## src/tcc_pkg.sv

```systemverilog
// Package of register offsets, field positions, reset values and shared types for the timer.
package tcc_pkg;

  // Register byte offsets on the plain register port.
  localparam logic [4:0] ADDR_CTRL_ONE   = 5'h00;
  localparam logic [4:0] ADDR_CTRL_TWO   = 5'h01;
  localparam logic [4:0] ADDR_STATUS     = 5'h02;
  localparam logic [4:0] ADDR_CAP1_HI    = 5'h03;
  localparam logic [4:0] ADDR_CAP1_LO    = 5'h04;
  localparam logic [4:0] ADDR_CMP1_HI    = 5'h05;
  localparam logic [4:0] ADDR_CMP1_LO    = 5'h06;
  localparam logic [4:0] ADDR_CNT_HI     = 5'h07;
  localparam logic [4:0] ADDR_CNT_LO     = 5'h08;
  localparam logic [4:0] ADDR_ACNT_HI    = 5'h09;
  localparam logic [4:0] ADDR_ACNT_LO    = 5'h0a;
  localparam logic [4:0] ADDR_CAP2_HI    = 5'h0b;
  localparam logic [4:0] ADDR_CAP2_LO    = 5'h0c;
  localparam logic [4:0] ADDR_CMP2_HI    = 5'h0d;
  localparam logic [4:0] ADDR_CMP2_LO    = 5'h0e;

  // Control one fields.
  localparam int C1_CAP_IRQ_EN  = 7;
  localparam int C1_CMP_IRQ_EN  = 6;
  localparam int C1_OVF_IRQ_EN  = 5;
  localparam int C1_CAP_EDGE1   = 1;
  localparam int C1_CMP_LVL1    = 0;
  localparam int C1_CMP_LVL2    = 2;
  localparam int C1_CAP_EDGE2   = 3;

  // Control two fields.
  localparam int C2_CMP_OE1     = 7;
  localparam int C2_CMP_OE2     = 6;
  localparam int C2_ONE_PULSE   = 5;
  localparam int C2_PWM         = 4;
  localparam int C2_CLK_SEL_HI  = 3;
  localparam int C2_CLK_SEL_LO  = 2;
  localparam int C2_EXT_EDGE    = 0;

  // Status fields.
  localparam int ST_CAP_FLAG1   = 7;
  localparam int ST_CMP_FLAG1   = 6;
  localparam int ST_OVF_FLAG    = 5;
  localparam int ST_CAP_FLAG2   = 4;
  localparam int ST_CMP_FLAG2   = 3;

  // Reset values and the counter maximum.
  localparam logic [15:0] COUNT_RELOAD   = 16'hfffc;
  localparam logic [15:0] COUNT_MAX      = 16'hffff;
  localparam logic [15:0] COMPARE_RESET  = 16'h8000;
  localparam logic [7:0]  CTRL_RESET     = 8'h00;

  // Clock select codes.
  localparam logic [1:0] CLK_DIV2 = 2'h0;
  localparam logic [1:0] CLK_DIV4 = 2'h1;
  localparam logic [1:0] CLK_DIV8 = 2'h2;
  localparam logic [1:0] CLK_EXT  = 2'h3;

  // Register port request.
  typedef struct packed {
    logic [4:0] addr;
    logic [7:0] wdata;
    logic       wr;
    logic       rd;
  } tcc_bus_req_t;

endpackage

```

## src/tcc_cap_chan.sv

```systemverilog
// One input capture channel with edge select, read lock and two-step flag clear.
module tcc_cap_chan (
  // Clock and reset.
  input  wire logic        sys_clk,
  input  wire logic        rst_n,
  // Synchronised pin and controls.
  input  wire logic        pin_sync,
  input  wire logic        edge_rise,
  input  wire logic        allow,
  input  wire logic [15:0] count,
  // Register access events.
  input  wire logic        hi_read,
  input  wire logic        lo_access,
  input  wire logic        status_read,
  // State out.
  output logic [15:0]      value_r,
  output logic             flag_r
);

  logic        pin_d_r;
  logic        pin_d_nxt;
  logic        lock_r;
  logic        lock_nxt;
  logic        armed_r;
  logic        armed_nxt;
  logic [15:0] value_nxt;
  logic        flag_nxt;
  logic        hit;

  // Edge detection, capture, locking and the two-step flag clear.
  always_comb begin
    pin_d_nxt = pin_sync;
    hit       = allow && !lock_r && (edge_rise ? (pin_sync && !pin_d_r)
                                               : (!pin_sync && pin_d_r));
    lock_nxt  = lock_r;
    if (hi_read) begin
      lock_nxt = 1'b1;
    end else if (lo_access) begin
      lock_nxt = 1'b0;
    end
    value_nxt = hit ? count : value_r;
    armed_nxt = armed_r;
    if (status_read && flag_r) begin
      armed_nxt = 1'b1;
    end
    flag_nxt = flag_r;
    if (lo_access && armed_r) begin
      flag_nxt  = 1'b0;
      armed_nxt = 1'b0;
    end
    if (hit) begin
      flag_nxt = 1'b1; // Set wins over clear.
    end
  end

  // State registers.
  always_ff @(posedge sys_clk or negedge rst_n) begin
    if (!rst_n) begin
      pin_d_r <= 1'b0;
      lock_r  <= 1'b0;
      armed_r <= 1'b0;
      value_r <= 16'h0000;
      flag_r  <= 1'b0;
    end else begin
      pin_d_r <= pin_d_nxt;
      lock_r  <= lock_nxt;
      armed_r <= armed_nxt;
      value_r <= value_nxt;
      flag_r  <= flag_nxt;
    end
  end

endmodule // tcc_cap_chan

```

## src/tcc_timer.sv

```systemverilog
// Top of the 16-bit timer with two captures, two compares and external clock.
//
// The register addresses and the strobed register port were chosen for this implementation.
module tcc_timer (
  // Clock and reset.
  input  wire logic       sys_clk,
  input  wire logic       rst_n,
  // Register port.
  input  wire logic [4:0] reg_addr,
  input  wire logic [7:0] reg_wdata,
  input  wire logic       reg_wr,
  input  wire logic       reg_rd,
  output logic [7:0]      reg_rdata_r,
  // System state.
  input  wire logic       irq_mask,
  input  wire logic       halt_mode,
  // Pins.
  input  wire logic       ext_clock_pin,
  input  wire logic [1:0] capture_pin,
  output logic [1:0]      compare_pin_r,
  output logic [1:0]      compare_pin_oe_r,
  // Interrupt request.
  output logic            timer_irq_r
);

  tcc_pkg::tcc_bus_req_t req;
  assign req = '{addr: reg_addr, wdata: reg_wdata, wr: reg_wr, rd: reg_rd};

  ////////////////////////////////////////////////////////////////////////////
  // Pin synchronisers.

  logic [2:0] pin_s1_r;
  logic [2:0] pin_s2_r;
  logic       ext_d_r;
  // Bit 2 carries the external clock pin, bits 1:0 the capture pins.

  // Two flops on every pin input before any logic looks at it.
  always_ff @(posedge sys_clk or negedge rst_n) begin
    if (!rst_n) begin
      pin_s1_r <= 3'h0;
      pin_s2_r <= 3'h0;
      ext_d_r  <= 1'b0;
    end else begin
      pin_s1_r <= {ext_clock_pin, capture_pin};
      pin_s2_r <= pin_s1_r;
      ext_d_r  <= pin_s2_r[2];
    end
  end

  ////////////////////////////////////////////////////////////////////////////
  // Control registers and decode.

  logic [7:0]  ctrl1_r;
  logic [7:0]  ctrl1_nxt;
  logic [7:0]  ctrl2_r;
  logic [7:0]  ctrl2_nxt;
  logic [15:0] cmp_r     [2];
  logic [15:0] cmp_nxt   [2];
  logic [1:0]  cmp_hold_r;
  logic [1:0]  cmp_hold_nxt;
  logic [1:0]  cmp_flag_r;
  logic [1:0]  cmp_flag_nxt;
  logic [1:0]  cmp_arm_r;
  logic [1:0]  cmp_arm_nxt;
  logic [1:0]  cap_flag;
  logic [15:0] cap_val   [2];
  logic        st_rd;
  logic        cnt_lo_acc;
  logic        acnt_lo_acc;
  logic        cnt_hi_rd;
  logic [1:0]  cap_hi_rd;
  logic [1:0]  cap_lo_acc;
  logic [1:0]  cmp_hi_wr;
  logic [1:0]  cmp_lo_acc;
  logic [1:0]  cmp_lo_wr;
  logic        pulse_mode;

  assign st_rd       = req.rd && req.addr == tcc_pkg::ADDR_STATUS;
  assign cnt_lo_acc  = (req.rd || req.wr) && req.addr == tcc_pkg::ADDR_CNT_LO;
  assign acnt_lo_acc = (req.rd || req.wr) && req.addr == tcc_pkg::ADDR_ACNT_LO;
  assign cnt_hi_rd   = req.rd && (req.addr == tcc_pkg::ADDR_CNT_HI
                                  || req.addr == tcc_pkg::ADDR_ACNT_HI);
  assign cap_hi_rd   = {req.rd && req.addr == tcc_pkg::ADDR_CAP2_HI,
                        req.rd && req.addr == tcc_pkg::ADDR_CAP1_HI};
  assign cap_lo_acc  = {(req.rd || req.wr) && req.addr == tcc_pkg::ADDR_CAP2_LO,
                        (req.rd || req.wr) && req.addr == tcc_pkg::ADDR_CAP1_LO};
  assign cmp_hi_wr   = {req.wr && req.addr == tcc_pkg::ADDR_CMP2_HI,
                        req.wr && req.addr == tcc_pkg::ADDR_CMP1_HI};
  assign cmp_lo_wr   = {req.wr && req.addr == tcc_pkg::ADDR_CMP2_LO,
                        req.wr && req.addr == tcc_pkg::ADDR_CMP1_LO};
  assign cmp_lo_acc  = cmp_lo_wr | {req.rd && req.addr == tcc_pkg::ADDR_CMP2_LO,
                                    req.rd && req.addr == tcc_pkg::ADDR_CMP1_LO};
  assign pulse_mode  = ctrl2_r[tcc_pkg::C2_ONE_PULSE] || ctrl2_r[tcc_pkg::C2_PWM];

  ////////////////////////////////////////////////////////////////////////////
  // Prescaler and counter.

  logic [2:0]  div_r;
  logic [2:0]  div_nxt;
  logic        tick;
  logic        ext_edge;
  logic [15:0] count_r;
  logic [15:0] count_nxt;
  logic        ovf_flag_r;
  logic        ovf_flag_nxt;
  logic        ovf_arm_r;
  logic        ovf_arm_nxt;
  logic [7:0]  lo_buf_r;
  logic [7:0]  lo_buf_nxt;
  logic        lo_held_r;
  logic        lo_held_nxt;
  logic        wrap;

  // Active edge of the synchronised clock pin, chosen by the edge select bit.
  assign ext_edge = ctrl2_r[tcc_pkg::C2_EXT_EDGE] ? (pin_s2_r[2] && !ext_d_r)
                                                  : (!pin_s2_r[2] && ext_d_r);

  // Timer tick from the divider or the external edge; halt freezes both.
  always_comb begin
    div_nxt = halt_mode ? div_r : div_r + 3'h1;
    case (ctrl2_r[tcc_pkg::C2_CLK_SEL_HI:tcc_pkg::C2_CLK_SEL_LO])
      tcc_pkg::CLK_DIV2: tick = div_r[0];
      tcc_pkg::CLK_DIV4: tick = div_r[1:0] == 2'h3;
      tcc_pkg::CLK_DIV8: tick = div_r == 3'h7;
      tcc_pkg::CLK_EXT:  tick = ext_edge;
      default:           tick = 1'b0;
    endcase
    tick = tick && !halt_mode;
  end

  // Counter, overflow flag and the high-first read buffer.
  always_comb begin
    wrap      = tick && count_r == tcc_pkg::COUNT_MAX;
    count_nxt = tick ? count_r + 16'h0001 : count_r;
    if (req.wr && (cnt_lo_acc || acnt_lo_acc)) begin
      count_nxt = tcc_pkg::COUNT_RELOAD;
    end
    lo_buf_nxt  = lo_buf_r;
    lo_held_nxt = lo_held_r;
    if (cnt_hi_rd) begin
      lo_held_nxt = 1'b1;
      if (!lo_held_r) begin
        lo_buf_nxt = count_r[7:0];
      end
    end else if (req.rd && (cnt_lo_acc || acnt_lo_acc)) begin
      // A low-byte read of either view ends the buffered sequence.
      lo_held_nxt = 1'b0;
    end
    ovf_arm_nxt  = ovf_arm_r || (st_rd && ovf_flag_r);
    ovf_flag_nxt = ovf_flag_r;
    if (cnt_lo_acc && ovf_arm_r) begin
      ovf_flag_nxt = 1'b0;
      ovf_arm_nxt  = 1'b0;
    end
    if (wrap) begin
      ovf_flag_nxt = 1'b1;
    end
  end

  // Counter state registers.
  always_ff @(posedge sys_clk or negedge rst_n) begin
    if (!rst_n) begin
      div_r      <= 3'h0;
      count_r    <= tcc_pkg::COUNT_RELOAD;
      ovf_flag_r <= 1'b0;
      ovf_arm_r  <= 1'b0;
      lo_buf_r   <= 8'h00;
      lo_held_r  <= 1'b0;
    end else begin
      div_r      <= div_nxt;
      count_r    <= count_nxt;
      ovf_flag_r <= ovf_flag_nxt;
      ovf_arm_r  <= ovf_arm_nxt;
      lo_buf_r   <= lo_buf_nxt;
      lo_held_r  <= lo_held_nxt;
    end
  end

  ////////////////////////////////////////////////////////////////////////////
  // Capture channels.

  genvar gi;
  generate
    for (gi = 0; gi < 2; gi++) begin : g_cap
      tcc_cap_chan u_cap (
        .sys_clk     (sys_clk),
        .rst_n       (rst_n),
        .pin_sync    (pin_s2_r[gi]),
        .edge_rise   (gi == 0 ? ctrl1_r[tcc_pkg::C1_CAP_EDGE1]
                              : ctrl1_r[tcc_pkg::C1_CAP_EDGE2]),
        .allow       (gi == 1 || !pulse_mode),
        .count       (count_r),
        .hi_read     (cap_hi_rd[gi]),
        .lo_access   (cap_lo_acc[gi]),
        .status_read (st_rd),
        .value_r     (cap_val[gi]),
        .flag_r      (cap_flag[gi])
      );
    end
  endgenerate

  ////////////////////////////////////////////////////////////////////////////
  // Control and compare registers.

  logic [1:0] match;
  logic [1:0] pin_nxt;
  logic [1:0] oe_nxt;
  logic [1:0] lvl;

  assign lvl = {ctrl1_r[tcc_pkg::C1_CMP_LVL2], ctrl1_r[tcc_pkg::C1_CMP_LVL1]};

  // Software writes, compare matching and compare flag handling.
  always_comb begin
    ctrl1_nxt = (req.wr && req.addr == tcc_pkg::ADDR_CTRL_ONE) ? req.wdata : ctrl1_r;
    ctrl2_nxt = (req.wr && req.addr == tcc_pkg::ADDR_CTRL_TWO) ? req.wdata : ctrl2_r;
    cmp_hold_nxt = cmp_hold_r;
    cmp_flag_nxt = cmp_flag_r;
    cmp_arm_nxt  = cmp_arm_r | ({2{st_rd}} & cmp_flag_r);
    pin_nxt      = compare_pin_r;
    // Enables track the control register with no extra cycle of lag.
    oe_nxt       = {ctrl2_nxt[tcc_pkg::C2_CMP_OE2], ctrl2_nxt[tcc_pkg::C2_CMP_OE1]};
    for (int i = 0; i < 2; i++) begin
      cmp_nxt[i] = cmp_r[i];
      if (cmp_hi_wr[i]) begin
        cmp_nxt[i][15:8] = req.wdata;
        cmp_hold_nxt[i]  = 1'b1;
      end
      if (cmp_lo_wr[i]) begin
        cmp_nxt[i][7:0] = req.wdata;
        cmp_hold_nxt[i] = 1'b0;
        cmp_flag_nxt[i] = 1'b0;
        cmp_arm_nxt[i]  = 1'b0;
      end else if (cmp_lo_acc[i] && cmp_arm_r[i]) begin
        cmp_flag_nxt[i] = 1'b0;
        cmp_arm_nxt[i]  = 1'b0;
      end
      match[i] = tick && !cmp_hold_r[i] && count_r == cmp_r[i];
      if (match[i]) begin
        cmp_flag_nxt[i] = 1'b1;
        if (compare_pin_oe_r[i]) begin
          pin_nxt[i] = lvl[i];
        end
      end
    end
  end

  // Control and compare state registers.
  always_ff @(posedge sys_clk or negedge rst_n) begin
    if (!rst_n) begin
      ctrl1_r          <= tcc_pkg::CTRL_RESET;
      ctrl2_r          <= tcc_pkg::CTRL_RESET;
      cmp_r[0]         <= tcc_pkg::COMPARE_RESET;
      cmp_r[1]         <= tcc_pkg::COMPARE_RESET;
      cmp_hold_r       <= 2'h0;
      cmp_flag_r       <= 2'h0;
      cmp_arm_r        <= 2'h0;
      compare_pin_r    <= 2'h0;
      compare_pin_oe_r <= 2'h0;
    end else begin
      ctrl1_r          <= ctrl1_nxt;
      ctrl2_r          <= ctrl2_nxt;
      cmp_r[0]         <= cmp_nxt[0];
      cmp_r[1]         <= cmp_nxt[1];
      cmp_hold_r       <= cmp_hold_nxt;
      cmp_flag_r       <= cmp_flag_nxt;
      cmp_arm_r        <= cmp_arm_nxt;
      compare_pin_r    <= pin_nxt;
      compare_pin_oe_r <= oe_nxt;
    end
  end

  ////////////////////////////////////////////////////////////////////////////
  // Read data and interrupt request.

  logic [7:0] rdata_nxt;
  logic [7:0] status;
  logic       irq_nxt;

  assign status = {cap_flag[0], cmp_flag_r[0], ovf_flag_r, cap_flag[1], cmp_flag_r[1], 3'h0};

  // Read multiplexer; unmapped addresses read zero.
  always_comb begin
    case (req.addr)
      tcc_pkg::ADDR_CTRL_ONE: rdata_nxt = ctrl1_r;
      tcc_pkg::ADDR_CTRL_TWO: rdata_nxt = ctrl2_r;
      tcc_pkg::ADDR_STATUS:   rdata_nxt = status;
      tcc_pkg::ADDR_CAP1_HI:  rdata_nxt = cap_val[0][15:8];
      tcc_pkg::ADDR_CAP1_LO:  rdata_nxt = cap_val[0][7:0];
      tcc_pkg::ADDR_CAP2_HI:  rdata_nxt = cap_val[1][15:8];
      tcc_pkg::ADDR_CAP2_LO:  rdata_nxt = cap_val[1][7:0];
      tcc_pkg::ADDR_CMP1_HI:  rdata_nxt = cmp_r[0][15:8];
      tcc_pkg::ADDR_CMP1_LO:  rdata_nxt = cmp_r[0][7:0];
      tcc_pkg::ADDR_CMP2_HI:  rdata_nxt = cmp_r[1][15:8];
      tcc_pkg::ADDR_CMP2_LO:  rdata_nxt = cmp_r[1][7:0];
      tcc_pkg::ADDR_CNT_HI,
      tcc_pkg::ADDR_ACNT_HI:  rdata_nxt = count_r[15:8];
      tcc_pkg::ADDR_CNT_LO,
      tcc_pkg::ADDR_ACNT_LO:  rdata_nxt = lo_held_r ? lo_buf_r : count_r[7:0];
      default:                rdata_nxt = 8'h00;
    endcase
    if (!req.rd) begin
      rdata_nxt = 8'h00;
    end
    irq_nxt = !irq_mask && ((ctrl1_r[tcc_pkg::C1_OVF_IRQ_EN] && ovf_flag_r)
                         || (ctrl1_r[tcc_pkg::C1_CAP_IRQ_EN] && |cap_flag)
                         || (ctrl1_r[tcc_pkg::C1_CMP_IRQ_EN] && |cmp_flag_r));
  end

  // Output registers.
  always_ff @(posedge sys_clk or negedge rst_n) begin
    if (!rst_n) begin
      reg_rdata_r <= 8'h00;
      timer_irq_r <= 1'b0;
    end else begin
      reg_rdata_r <= rdata_nxt;
      timer_irq_r <= irq_nxt;
    end
  end

endmodule // tcc_timer

```

## config.mk

```make
export PLATFORM = sky130hd
export DESIGN_NAME = tcc_timer
export DESIGN_NICKNAME = d
export VERILOG_FILES = /design/src/tcc_pkg.sv /design/src/tcc_cap_chan.sv /design/src/tcc_timer.sv
export SDC_FILE = /design/constraint.sdc
export NUM_CORES = 1
export LEC_CHECK = 0
export CAP_MARGIN = 40
export CORE_MARGIN = 4
export CORE_UTILIZATION = 60
export DETAILED_ROUTE_END_ITERATION = 12
export DONT_BUFFER_PORTS = 1
export PLACE_DENSITY = 0.78
export SYNTH_ARGS = -nofsm -noshare
export SYNTH_HDL_FRONTEND = slang
export SYNTH_SLANG_ARGS = --single-unit
```

## constraint.sdc

```tcl
create_clock -name sys_clk -period 5 [get_ports sys_clk]
set_input_delay 0.5 -clock sys_clk [delete_from_list [all_inputs] [get_ports sys_clk]]
set_output_delay 0.5 -clock sys_clk [all_outputs]
set_load 0.005 [all_outputs]
```

After elaboration in Yosys (flattened, before gate mapping)
Index checks and enable logic that the tools add are counted.
Widths: inputs -> output; s select.
- add/sub/neg operators: 2
- eq/ne operators: 22
- muxes and demuxes: 41
- bitwise logic cells: 3
- reduce and logical (&&, ||, !) cells: 86
- operator list (kind ; number):
    $pmux 8 s13 ; 1
    $logic_and 1x1->1 ; 45
    $eq 5x4->1 const B ; 7
    $mux 1 ; 34
    $eq 16x16->1 ; 2
    $mux 16 ; 2
    $mux 8 ; 3
    $reduce_bool 2->1 ; 11
    $eq 5x3->1 const B ; 4
    $add 16x1->16 const B ; 1
    $eq 16x16->1 const B ; 1
    $logic_not 1->1 ; 13
    $eq 5x2->1 const B ; 2
    $reduce_or 2->1 ; 4
    $logic_or 1x1->1 ; 7
    $eq 2x2->1 const B ; 3
    $reduce_bool 3->1 ; 2
    $eq 5x1->1 const B ; 1
    $logic_not 5->1 ; 1
    $or 2x2->2 ; 2
    $pmux 1 s4 ; 1
    $reduce_and 2->1 ; 2
    $add 3x1->3 const B ; 1
    $eq 3x3->1 const B ; 1
    other kinds (3) ; 3
- bits in registers: 144
- input bits: 22
- output and inout port bits: 13
- word-level logic and storage cells: 190

Logic depth before layout (Yosys ltp)
Gate-level depths: netlist of run 1.
- depth in word-level cells: 8
- gate-level depth with buffers: 7
- depth with buffers taken out: 7

Modules after synthesis
From an unflattened synthesis of run 1, not the netlist that was laid out.
- cell total of the unflattened synthesis: 661
- area, all modules: 7742.4 um2
- by module, submodules not included (module ; instances ; cells an instance ; area each (um2) ; sequential area each (um2)):
    tcc_timer ; 1 ; 469 ; 5380.2 ; 2572.5
    tcc_cap_chan ; 2 ; 96 ; 1181.1 ; 500.5

Worst setup path after synthesis of run 1
No wires, ideal clock.
- kind: flip-flop to flip-flop
- from: register count_r[15]
- to: register compare_pin_r[0]
- setup time: 125 ps
- arrival: 1914 ps
- required time: 4875 ps
- path slack: 2961 ps
- stages on the path, launching flop included: 7
- path buffers: 1
- clock period less this slack: 2039 ps
- path through: dfstp_2 clkbuf_1 xnor2_1 nand4_1 or3_1 nor4_1 mux2_2
- cells in the longest elaborated chain, start to end: 3
- ends and longest elaborated chain (what ; RTL line ; RTL):
    start: declaration ; tcc_timer.sv:102 ; logic [15:0] count_r;
    start signal: assignment ; tcc_timer.sv:164 ; count_r <= tcc_pkg::COUNT_RELOAD;
    start signal: assignment ; tcc_timer.sv:171 ; count_r <= count_nxt;
    $eq 16x16->1 ; tcc_timer.sv:237 ; match[i] = tick && !cmp_hold_r[i] && count_r == cmp_r[i];
    $logic_and 1x1->1 ; tcc_timer.sv:237 ;
    $reduce_and 2->1 (no line) ; n/a ;
    end signal: assignment ; tcc_timer.sv:267 ; compare_pin_r <= pin_nxt;
    end: declaration ; tcc_timer.sv:20 ; output logic [1:0] compare_pin_r,
No other way between the ends.
A chain may end at the register's enable or synchronous reset.

Worst setup path in the final report of run 1
- from: register div_r[0]
- to: register compare_pin_r[1]
- cells in the longest elaborated chain, start to end: 6
- elaborated cells between the ends (all ways): 7
- classes of those cells: 2 x eq/ne; 1 x mux; 4 x reduce/logical
- ends and longest elaborated chain (what ; RTL line ; RTL):
    start: declaration ; tcc_timer.sv:98 ; logic [2:0] div_r;
    start signal: assignment ; tcc_timer.sv:170 ; div_r <= div_nxt;
    $eq 3x3->1 / $eq 2x2->1 (equally long branches) ; tcc_timer.sv:124, tcc_timer.sv:123 ;
    $pmux 1 s4 (*) ; tcc_timer.sv:121 ; case (ctrl2_r[tcc_pkg::C2_CLK_SEL_HI:tcc_pkg::C2_CLK_SEL_LO])
    $logic_and 1x1->1 (*) ; tcc_timer.sv:128 ; tick = tick && !halt_mode;
    $logic_and 1x1->1 (*) (2 in a row) ; tcc_timer.sv:237 ;
    $reduce_and 2->1 (no line) (*) ; n/a ;
Every way passes the cells marked *; elsewhere a longest branch is shown, timed or not.

==> results of run 1 <==
-- layer usage --
| metal | vias up | routed length [µm] | GRT usage (%) |
|---|---|---|---|
| li1 | 2074 | - | - |
| met1 | 2450 | 7060 | 36.5 |
| met2 | 264 | 8240 | 43.3 |
| met3 | 64 | 1560 | 8.62 |
| met4 | 0 | 779 | 13.5 |
| met5 | - | 0 | 0 |
-- cell type report --
class | count | share of cell area, %
well taps | 140 | 2.29
repair buffers | 3 | 0.605
clock buffers | 22 | 6.20
clock inverters | 10 | 2.71
multi-input cells | 389 | 41.0
flip-flops and latches | 142 | 46.7
inverters | 10 | 0.490
-- cells by family (layout without fill, tap and decap cells) --
kind of cell / count (synthesis) / after routing / share of synthesized area (%)
flops: 142 / 142 / 51.6
mux: 102 / 102 / 16.8
compound gates: 90 / 90 / 9.24
buf+inv: 45 / 45 / 3.18
simple gates: 150 / 150 / 13.2
fa+ha+maj: 3 / 3 / 0.542
xor+xnor: 44 / 44 / 5.56
-- cell usage in the layout (no fill, tap or decap), types with 4 or more instances in the layout --
cell type / instances
a31oi_1: 8
a21oi_1: 15
o2bb2ai_1: 5
xnor2_1: 22
dfrtp_1: 126
a22oi_1: 23
mux2_2: 84
a222oi_1: 4
xor2_1: 22
nor4_1: 4
and2_1: 4
nand3_1: 11
o21ai_0: 15
mux2_4: 7
or3_1: 6
dfstp_2: 16
nor2_1: 17
bufinv_16: 6
nand4_1: 17
nand2_1: 43
mux2i_1: 11
nor2_4: 5
and3_1: 5
a221oi_1: 7
inv_1: 10
nor3_1: 5
clkbuf_16: 17
a22o_1: 4
-- power by group through the flow --
| stage | clock network, mW | registers [mW] | logic, mW |
|---|---|---|---|
| global route | 1.52 | 1.94 | 0.887 |
| floorplan | 0 | 1.66 | 0.792 |
| finish | 1.44 | 1.90 | 0.805 |
| CTS | 1.46 | 1.89 | 0.805 |
| global placement | 0 | 1.89 | 0.734 |
| detailed placement | 0 | 1.91 | 0.768 |
-- repair_timing --
action	4_1_cts	5_1_grt
endpoints found under the setup margin	0	0
hold buffers	1	0
hold endpoints to repair	142	0
-- how the worst max path moves through the flow --
stage / startpoint / to / slack (ps) / cells past startpoint
floorplan: count_r[15]$_DFFE_PN1P_ / compare_pin_r[0]$_DFFE_PN0P_ / 2960 / 6
global placement: count_r[5]$_DFFE_PN1P_ / compare_pin_r[1]$_DFFE_PN0P_ / 2660 / 5
detailed placement: count_r[3]$_DFFE_PN1P_ / compare_pin_r[1]$_DFFE_PN0P_ / 2700 / 5
CTS: div_r[0]$_DFFE_PN0N_ / compare_pin_r[1]$_DFFE_PN0P_ / 2630 / 7
global route: div_r[0]$_DFFE_PN0N_ / compare_pin_r[0]$_DFFE_PN0P_ / 2470 / 7
finish: div_r[0]$_DFFE_PN0N_ / compare_pin_r[1]$_DFFE_PN0P_ / 2560 / 7
-- state kept, by name, summed over array words and instances, names as in the netlist, 2 cells and up --
register,cells
g_cap.u_cap.armed_r,2
count_r,16
pin_s2_r,3
compare_pin_r,2
g_cap.u_cap.pin_d_r,2
g_cap.u_cap.lock_r,2
cmp_flag_r,2
g_cap.u_cap.flag_r,2
cmp_hold_r,2
ctrl1_r,8
cmp_arm_r,2
lo_buf_r,8
reg_rdata_r,8
g_cap.u_cap.value_r,32
cmp_r,32
div_r,3
ctrl2_r,7
pin_s1_r,3
==> impl_metrics.csv, run 1 <==
group,metric,value,unit
clock_tree,cts_buffers,17,
timing,worstMarginPinSlew,954,ps
setup_path,crit_top_cell,"ha_1",
worst_hold_path,hp-class,"input pin to asynchronous set/reset pin",
setup_path,critPathMaxStageDelay,560,ps
floorplanning,initial_core_util,62.6,%
global_route,grt_max_degree,143,
setup_path,critPathRequiredTime,5300,ps
final_layout,fin_util,69.1,%
pwr,p_sw,1.23,mW
routing,drt_drc_violations_left,0,
synthesis,netlist_instances,576,
flow_run,max-cap-violations,0,
setup_path,reg2reg_slack,2560,ps
synthesis,avgSynthCellArea,12.0,µm²
routing,wl,17700,µm
timing,finalSetupTns,0,ps
pwr,pwr-share-clk,34.8,%
setup_path,crit_path_start_kind,"flop",
placed_design,placed_area,0.00694,mm²
routing,vias,4852,
floorplanning,die_x,115,µm
final_layout,nFillCells,769,
final_layout,antenna-diode-count,0,
placed_design,io_buffers,0,
routing,avgViaCountPerCell,6.78,
synthesis,ys_ff_latch,142,
placed_design,dpl_worst_slack,2700,ps
synthesis,synthFlopType,"dfrtp_1",
routing,drt_pass1_iterations,5,
setup_path,cp_num_buf_inv,0,
clock_tree,cts.sinks,142,
synthesis,synthArstFlopShare,100,%
setup_path,r2r_end,"compare_pin_r[1]$_DFFE_PN0P_",
synthesis,yosys.area.top_type_share,45.5,%
routing,routedWlPerCell,24.7,µm
routing,drt_iter0_markers,537,
global_route,grt-ovfl-total,0,
synthesis,synth_fp_nets,601,
clock_tree,cts_tree,"built",
synthesis,synth_edf_count,0,
synthesis,syn_area,0.00693,mm²
clock_tree,htree_levels,4,
global_route,grt_pass1_wl,27800,µm
pwr,p_leak,3.12,nW
pwr,powerDensity,543,mW/mm²
final_layout,design_area,0.00765,mm²
pwr,max-vdd-ir-drop,535,µV
pwr,power_frac_seq,45.8,%
floorplanning,rows,38,
global_route,grt_pass1_vias,4990,
setup_path,cp-end-kind,"flop",
timing,period_minus_slack,2440,ps
setup_path,critical-path-top-delay-family,"simple AND/OR/NAND/NOR gates",
synthesis,synthTopCellsByArea,"dfrtp_1, mux2_2, dfstp_2, xnor2_1, xor2_1",
setup_path,cpMaxStageDelayCell,"nor4_1",
run_status,failed_checks,"negative hold slack",
timing,rsz0062_at_grt,"false",
timing,fin_skew,20.3,ps
placed_design,placed_cells_incl_taps,683,
pwr,fin_total_pwr,4.15,mW
setup_path,critPathKind,"flop to flop",
floorplanning,core_area,0.0111,mm²
floorplanning,io_pins,35,
global_route,antenna_found_initial,0,
synthesis,yosysMostFrequentCell,"dfrtp_1",
timing,layout_setup_ws,2560,ps
synthesis,ys_top_cells_by_count,"dfrtp_1, mux2_2, nand2_1",
pwr,netSwitchingFraction,29.6,%
clock_tree,post-cts-setup-buffers,0,
pwr,p_int,2.93,mW
run_status,status,"finished, violations left",
floorplanning,dieArea,0.0133,mm²
final_layout,drive_gt1_share,27.8,%
final_layout,syn2layout_area_growth,10.4,%
synthesis,synth_largest_area_cell,"dfrtp_1",
clock_tree,cts-root-buf,"clkbuf_16",
clock_tree,cts-resized-gates,0,
setup_path,cp_max_fo,9,
timing,whs,-8.57,ps
global_route,grt.total_usage,28.1,%
setup_path,reg2regPathDepth,7,
final_layout,multi_input_area,0.00314,mm²
final_layout,nets,588,
setup_path,path_cells,"ha_1 > ha_1 > mux2i_1 > a21oi_4 > nand2_4 > nor4_1 > mux2_2",
synthesis,ys_seq_area_share,51.6,%
timing,max_slew_margin,35.5,%
routing,antenna_left,0,
pwr,p_comb_share,19.4,%
clock_tree,cts.clk_slew.worst_paths,60,ps
timing,setup_viol,0,
final_layout,stdcell_count,716,
placed_design,hpwl,12200,µm
floorplanning,fp.dieH,115,µm
placed_design,gp_congestion,0.998,
setup_path,r2r_start,"div_r[0]$_DFFE_PN0N_",
final_layout,seq_area,0.00357,mm²
synthesis,yosysUniqueCellTypes,56,
timing,slew_viol_final,0,
timing,fmax,410,MHz
timing,fin_crit_sh,48.8,%
clock_tree,clockBufferDepth,2,
clock_tree,insertion_delay,430,ps
timing,hold_viol_final,3,
setup_path,crit_arrival,2750,ps
synthesis,ys_warn_count,0,
Power figures use the tool's default switching activity.
==> run 2, diff against run 1 <==
--- a/config.mk
+++ b/config.mk
@@ -7,10 +7,10 @@
 export LEC_CHECK = 0
 export CAP_MARGIN = 40
 export CORE_MARGIN = 4
-export CORE_UTILIZATION = 60
+export CORE_UTILIZATION = 57
 export DETAILED_ROUTE_END_ITERATION = 12
 export DONT_BUFFER_PORTS = 1
-export PLACE_DENSITY = 0.78
+export PLACE_DENSITY = 0.77
 export SYNTH_ARGS = -nofsm -noshare
 export SYNTH_HDL_FRONTEND = slang
 export SYNTH_SLANG_ARGS = --single-unit
==> constraint.sdc (replaced) <==
create_clock -name sys_clk -period 2.2 [get_ports sys_clk]
set_input_delay 0.22 -clock sys_clk [delete_from_list [all_inputs] [get_ports sys_clk]]
set_output_delay 0.22 -clock sys_clk [all_outputs]
set_load 0.005 [all_outputs]
==> impl_metrics.csv, run 2 (synthesis gave the netlist of run 1 again) <==
group,metric,value,unit
pwr,netSwitchingFraction,30.8,%
flow_run,max-cap-violations,0,
setup_path,crit_start,"count_r[14]$_DFFE_PN1P_",
setup_path,cp_num_buf_inv,0,
clock_tree,clockBufferDepth,2,
global_route,grt_pass1_vias,5100,
clock_tree,insertion_delay,420,ps
floorplanning,core_area,0.0120,mm²
global_route,grt_pass1_wl,30000,µm
clock_tree,cts.clk_slew.worst_paths,60,ps
timing,max_slew_margin,59.6,%
final_layout,nets,636,
clock_tree,cts_buffers,17,
setup_path,crit_path_start_kind,"flop",
routing,routedWlPerCell,25.2,µm
final_layout,fin_util,66.5,%
routing,drt_drc_violations_left,0,
floorplanning,rows,40,
final_layout,design_area,0.00795,mm²
setup_path,critPathKind,"flop to flop",
run_status,failed_checks,"negative hold slack",
placed_design,io_buffers,0,
timing,whs,-504,ps
pwr,p_sw,2.84,mW
setup_path,critPathRequiredTime,2510,ps
global_route,antenna_found_initial,0,
pwr,power_frac_seq,45.4,%
pwr,powerDensity,1160,mW/mm²
routing,antenna_left,0,
routing,drt_iter0_markers,483,
setup_path,path_cells,"xor2_1 > nor4_1 > nand4_1 > nor4_2 > mux2_2",
final_layout,drive_gt1_share,30.6,%
final_layout,antenna-diode-count,0,
floorplanning,fp.dieH,118,µm
final_layout,nFillCells,882,
floorplanning,die_x,118,µm
routing,vias,5022,
setup_path,cp-end-kind,"flop",
clock_tree,cts.sinks,142,
placed_design,gp_congestion,0.934,
pwr,fin_total_pwr,9.22,mW
pwr,pwr-share-clk,31.4,%
setup_path,r2r_start,"count_r[14]$_DFFE_PN1P_",
floorplanning,dieArea,0.0140,mm²
global_route,grt-ovfl-total,0,
timing,fin_crit_sh,96.1,%
final_layout,final_cell_mix,"dfrtp_1, mux2_2, nand2_1, buf_4, a22oi_1",
floorplanning,io_pins,35,
timing,setup_viol,0,
setup_path,crit_arrival,2420,ps
routing,avgViaCountPerCell,6.51,
timing,finalSetupTns,0,ps
timing,period_minus_slack,2110,ps
setup_path,critPathMaxStageDelay,620,ps
setup_path,cpMaxStageDelayCell,"dfstp_2",
clock_tree,cts-root-buf,"clkbuf_16",
placed_design,hpwl,13300,µm
setup_path,critical-path-top-delay-family,"simple AND/OR/NAND/NOR gates",
run_status,status,"finished, violations left",
clock_tree,cts_tree,"built",
timing,worstMarginPinSlew,606,ps
final_layout,final_common_cell,"dfrtp_1",
final_layout,syn2layout_area_growth,14.8,%
timing,fmax,473,MHz
timing,slew_viol_final,0,
pwr,p_leak,3.28,nW
pwr,p_int,6.38,mW
timing,hold_viol_final,142,
floorplanning,initial_core_util,57.9,%
setup_path,cp_max_fo,8,
placed_design,placed_area,0.00719,mm²
timing,fin_skew,9.65,ps
global_route,grt.total_usage,28.9,%
pwr,max-vdd-ir-drop,1030,µV
global_route,grt_max_degree,143,
worst_hold_path,hp-class,"input pin to asynchronous set/reset pin",
pwr,p_comb_share,23.2,%
final_layout,reg_top3,"cmp_r x32, g_cap.u_cap.value_r x32, count_r x16",
clock_tree,htree_levels,4,
routing,drt_pass1_iterations,5,
timing,rsz0062_at_grt,"false",
routing,wl,19400,µm
clock_tree,hold_buffers,16,
[run 2: cell types whose count changed in the layout (fill, tap and decap cells not counted), moves of 2 or more]
cell	previous run	this run
buf_4	1	35
dlygate4sd3_1	0	16
bufinv_16	6	3
clkbuf_8	3	1
clkinv_2	2	4
clkinvlp_4	0	2
[run 2: through the flow]
step / hold WS, ps / setup slack, ps / std cells
2_1_floorplan: -75.6 / 161 / 576
3_3_place_gp: -68.2 / 221 / 723
3_5_place_dp: -68.4 / 64.9 / 723
4_1_cts: -522 / 66.7 / 771
5_1_grt: -525 / 0.548 / 771
6_report: -504 / 85.1 / 771
[run 2: power groups by stage]
stage | logic, mW | clock network, mW | registers (mW)
2_1_floorplan | 1.80 | 0 | 3.76
3_5_place_dp | 2.06 | 0 | 4.21
4_1_cts | 2.13 | 2.94 | 4.17
6_report | 2.14 | 2.90 | 4.19
3_3_place_gp | 2.02 | 0 | 4.18
5_1_grt | 2.32 | 3.06 | 4.27
[run 2: worst paths after layout]
path	to	slack (ps)	cells past startpoint
worst max-delay path	compare_pin_r[0]$_DFFE_PN0P_	90	5
worst min-delay path	cmp_arm_r[1]$_DFF_PN0_	-500	0
worst max register to register	compare_pin_r[0]$_DFFE_PN0P_	90	5
worst min register to register	pin_s2_r[1]$_DFF_PN0_	360	0
max in group asynchronous	count_r[15]$_DFFE_PN1P_	2400	0
min in group sys_clk	count_r[7]$_DFFE_PN1P_	60	3
[run 2: final cells by class]
cell class	count	area, µm²	share of cell area [%]
Tap cell	147	184	2.31
Timing Repair Buffer	51	423	5.32
Sequential cell	142	3570	44.9
Clock buffer	21	450	5.66
Inverter	10	37.5	0.472
Multi-Input combinational cell	389	3140	39.5
Clock inverter	11	143	1.79
[run 2: repair_timing]
action                                  CTS  global route
endpoints found under the setup margin    0             1
resized for setup                         0             1
buffers inserted                          0             0
hold endpoints to repair                205           142
[run 2: layer usage]
layer  wire [µm]  track usage (%)  vias to the layer above
li1            -                -                     2177
met1        7790             37.5                     2541
met2        9150             45.0                      255
met3        1710             8.47                       49
met4         750             13.2                        0
met5           0                0                        -
==> run 3, diff against run 2 <==
--- a/config.mk
+++ b/config.mk
@@ -6,6 +6,7 @@
 export NUM_CORES = 1
 export LEC_CHECK = 0
 export CAP_MARGIN = 40
+export CORE_ASPECT_RATIO = 0.8
 export CORE_MARGIN = 4
 export CORE_UTILIZATION = 57
 export DETAILED_ROUTE_END_ITERATION = 12
==> impl_metrics.csv, run 3 (synthesis gave the netlist of run 1 again) <==
group,metric,value,unit
global_route,grt.total_usage,29.5,%
pwr,power_frac_seq,45.0,%
routing,routedWlPerCell,25.8,µm
final_layout,reg_top3,"cmp_r x32, g_cap.u_cap.value_r x32, count_r x16",
final_layout,final_common_cell,"dfrtp_1",
global_route,grt_pass1_wl,30800,µm
floorplanning,io_pins,35,
setup_path,r2r_start,"div_r[0]$_DFFE_PN0N_",
setup_path,critPathMaxStageDelay,460,ps
pwr,p_comb_share,23.9,%
placed_design,hpwl,13600,µm
setup_path,cp_max_fo,6,
setup_path,crit_arrival,2410,ps
timing,worstMarginPinSlew,589,ps
routing,avgViaCountPerCell,6.54,
clock_tree,cts.clk_slew.worst_paths,70,ps
pwr,p_sw,3.04,mW
routing,vias,5029,
flow_run,max-cap-violations,0,
floorplanning,fp.dieH,107,µm
clock_tree,insertion_delay,420,ps
floorplanning,die_x,131,µm
timing,finalSetupTns,0,ps
global_route,antenna_found_initial,0,
timing,fin_skew,12.4,ps
global_route,grt-ovfl-total,0,
setup_path,path_cells,"ha_1 > ha_1 > mux2i_1 > a21oi_1 > nand2_1 > or3_1 > nand3_1",
clock_tree,htree_levels,4,
placed_design,io_buffers,0,
pwr,max-vdd-ir-drop,669,µV
pwr,pwr-share-clk,31.1,%
clock_tree,post-cts-setup-buffers,0,
setup_path,reg2reg_slack,150,ps
setup_path,reg2regPathDepth,7,
pwr,fin_total_pwr,9.25,mW
pwr,p_int,6.20,mW
placed_design,placed_area,0.00718,mm²
placed_design,gp_congestion,0.968,
run_status,status,"finished, violations left",
timing,setup_viol,0,
floorplanning,initial_core_util,59.3,%
timing,fin_crit_sh,93.4,%
clock_tree,cts-root-buf,"clkbuf_16",
floorplanning,rows,35,
worst_hold_path,hp-class,"input pin to asynchronous set/reset pin",
global_route,grt_max_degree,143,
placed_design,placed_cells_incl_taps,722,
clock_tree,cts.sinks,142,
final_layout,final_cell_mix,"dfrtp_1, mux2_2, nand2_1, buf_4, a22oi_1",
floorplanning,core_area,0.0117,mm²
timing,period_minus_slack,2050,ps
timing,rsz0062_at_grt,"false",
routing,drt_drc_violations_left,0,
final_layout,drive_gt1_share,30.8,%
clock_tree,cts_buffers,17,
setup_path,critPathRequiredTime,2550,ps
pwr,netSwitchingFraction,32.9,%
timing,hold_viol_final,142,
clock_tree,cts_tree,"built",
pwr,p_leak,3.26,nW
setup_path,cpMaxStageDelayCell,"a21oi_1",
setup_path,crit_path_start_kind,"flop",
routing,drt_iter0_markers,558,
routing,drt_pass1_iterations,6,
final_layout,nets,633,
run_status,failed_checks,"negative hold slack",
final_layout,design_area,0.00793,mm²
timing,whs,-507,ps
floorplanning,dieArea,0.0140,mm²
timing,slew_viol_final,0,
clock_tree,hold_buffers,15,
setup_path,critPathKind,"flop to flop",
final_layout,antenna-diode-count,0,
clock_tree,clockBufferDepth,2,
final_layout,syn2layout_area_growth,14.4,%
routing,antenna_left,0,
routing,wl,19800,µm
setup_path,crit_top_cell,"ha_1",
final_layout,stdcell_count,769,
setup_path,r2r_end,"count_r[15]$_DFFE_PN1P_",
setup_path,cp-end-kind,"flop",
pwr,powerDensity,1170,mW/mm²
timing,max_slew_margin,60.5,%
global_route,grt_pass1_vias,5227,
timing,fmax,487,MHz
[run 3: per-stage QoR]
| stage | hold WS (ps) | utilization [%] | setup WS, ps |
|---|---|---|---|
| after floorplan | -75.6 | - | 161 |
| after global placement | -68.9 | 61.4 | 234 |
| after detailed placement | -70.1 | 61.4 | 155 |
| after CTS | -514 | 67.7 | 165 |
| after global routing | -526 | 67.8 | 50.5 |
| final | -507 | 67.8 | 146 |
[run 3: worst max-delay path by stage]
stage	depth (start not counted)	slack (ps)	startpoint	to
6_report	7	150	div_r[0]$_DFFE_PN0N_	count_r[15]$_DFFE_PN1P_
5_1_grt	7	50	div_r[0]$_DFFE_PN0N_	count_r[15]$_DFFE_PN1P_
4_1_cts	7	160	div_r[0]$_DFFE_PN0N_	compare_pin_r[0]$_DFFE_PN0P_
3_5_place_dp	7	150	div_r[0]$_DFFE_PN0N_	compare_pin_r[0]$_DFFE_PN0P_
3_3_place_gp	6	230	count_r[3]$_DFFE_PN1P_	count_r[15]$_DFFE_PN1P_
2_1_floorplan	6	160	count_r[15]$_DFFE_PN1P_	compare_pin_r[0]$_DFFE_PN0P_
[run 3: critical path: cells and delay by family, from the launching register on]
kind	cells	cell delay, ps
and+or+nand+nor	3	640
muxes	1	130
AOI/OAI and AO/OA	1	460
DFF	1	390
adders and majority gates	2	370
[run 3: layout make-up]
class	instances	area [µm²]
timing repair buffer	48	398
sequential	142	3570
clock inverter	14	149
clock buffer	18	439
inverter	10	37.5
fill	860	3760
multi-input combinational	389	3150
tap	148	185
[run 3: repair_timing]
item	CTS	global route
resized for setup	0	1
endpoints found under the hold margin	202	142
setup endpoints to repair	0	1
[run 3: per-layer routing]
metal	part of all wire (%)	global-route usage [%]
met5	0	0
met4	3.4	11.5
met3	11	9.57
met2	46	45.2
met1	40	39.4
[run 3: power groups by stage]
stage                     combinational (mW)  clock (mW)  sequential [mW]
final                                   2.21        2.87             4.16
after global routing                    2.40        3.03             4.24
after CTS                               2.18        2.90             4.15
after detailed placement                2.11           0             4.19
after global placement                  2.05           0             4.13
after floorplan                         1.80           0             3.76
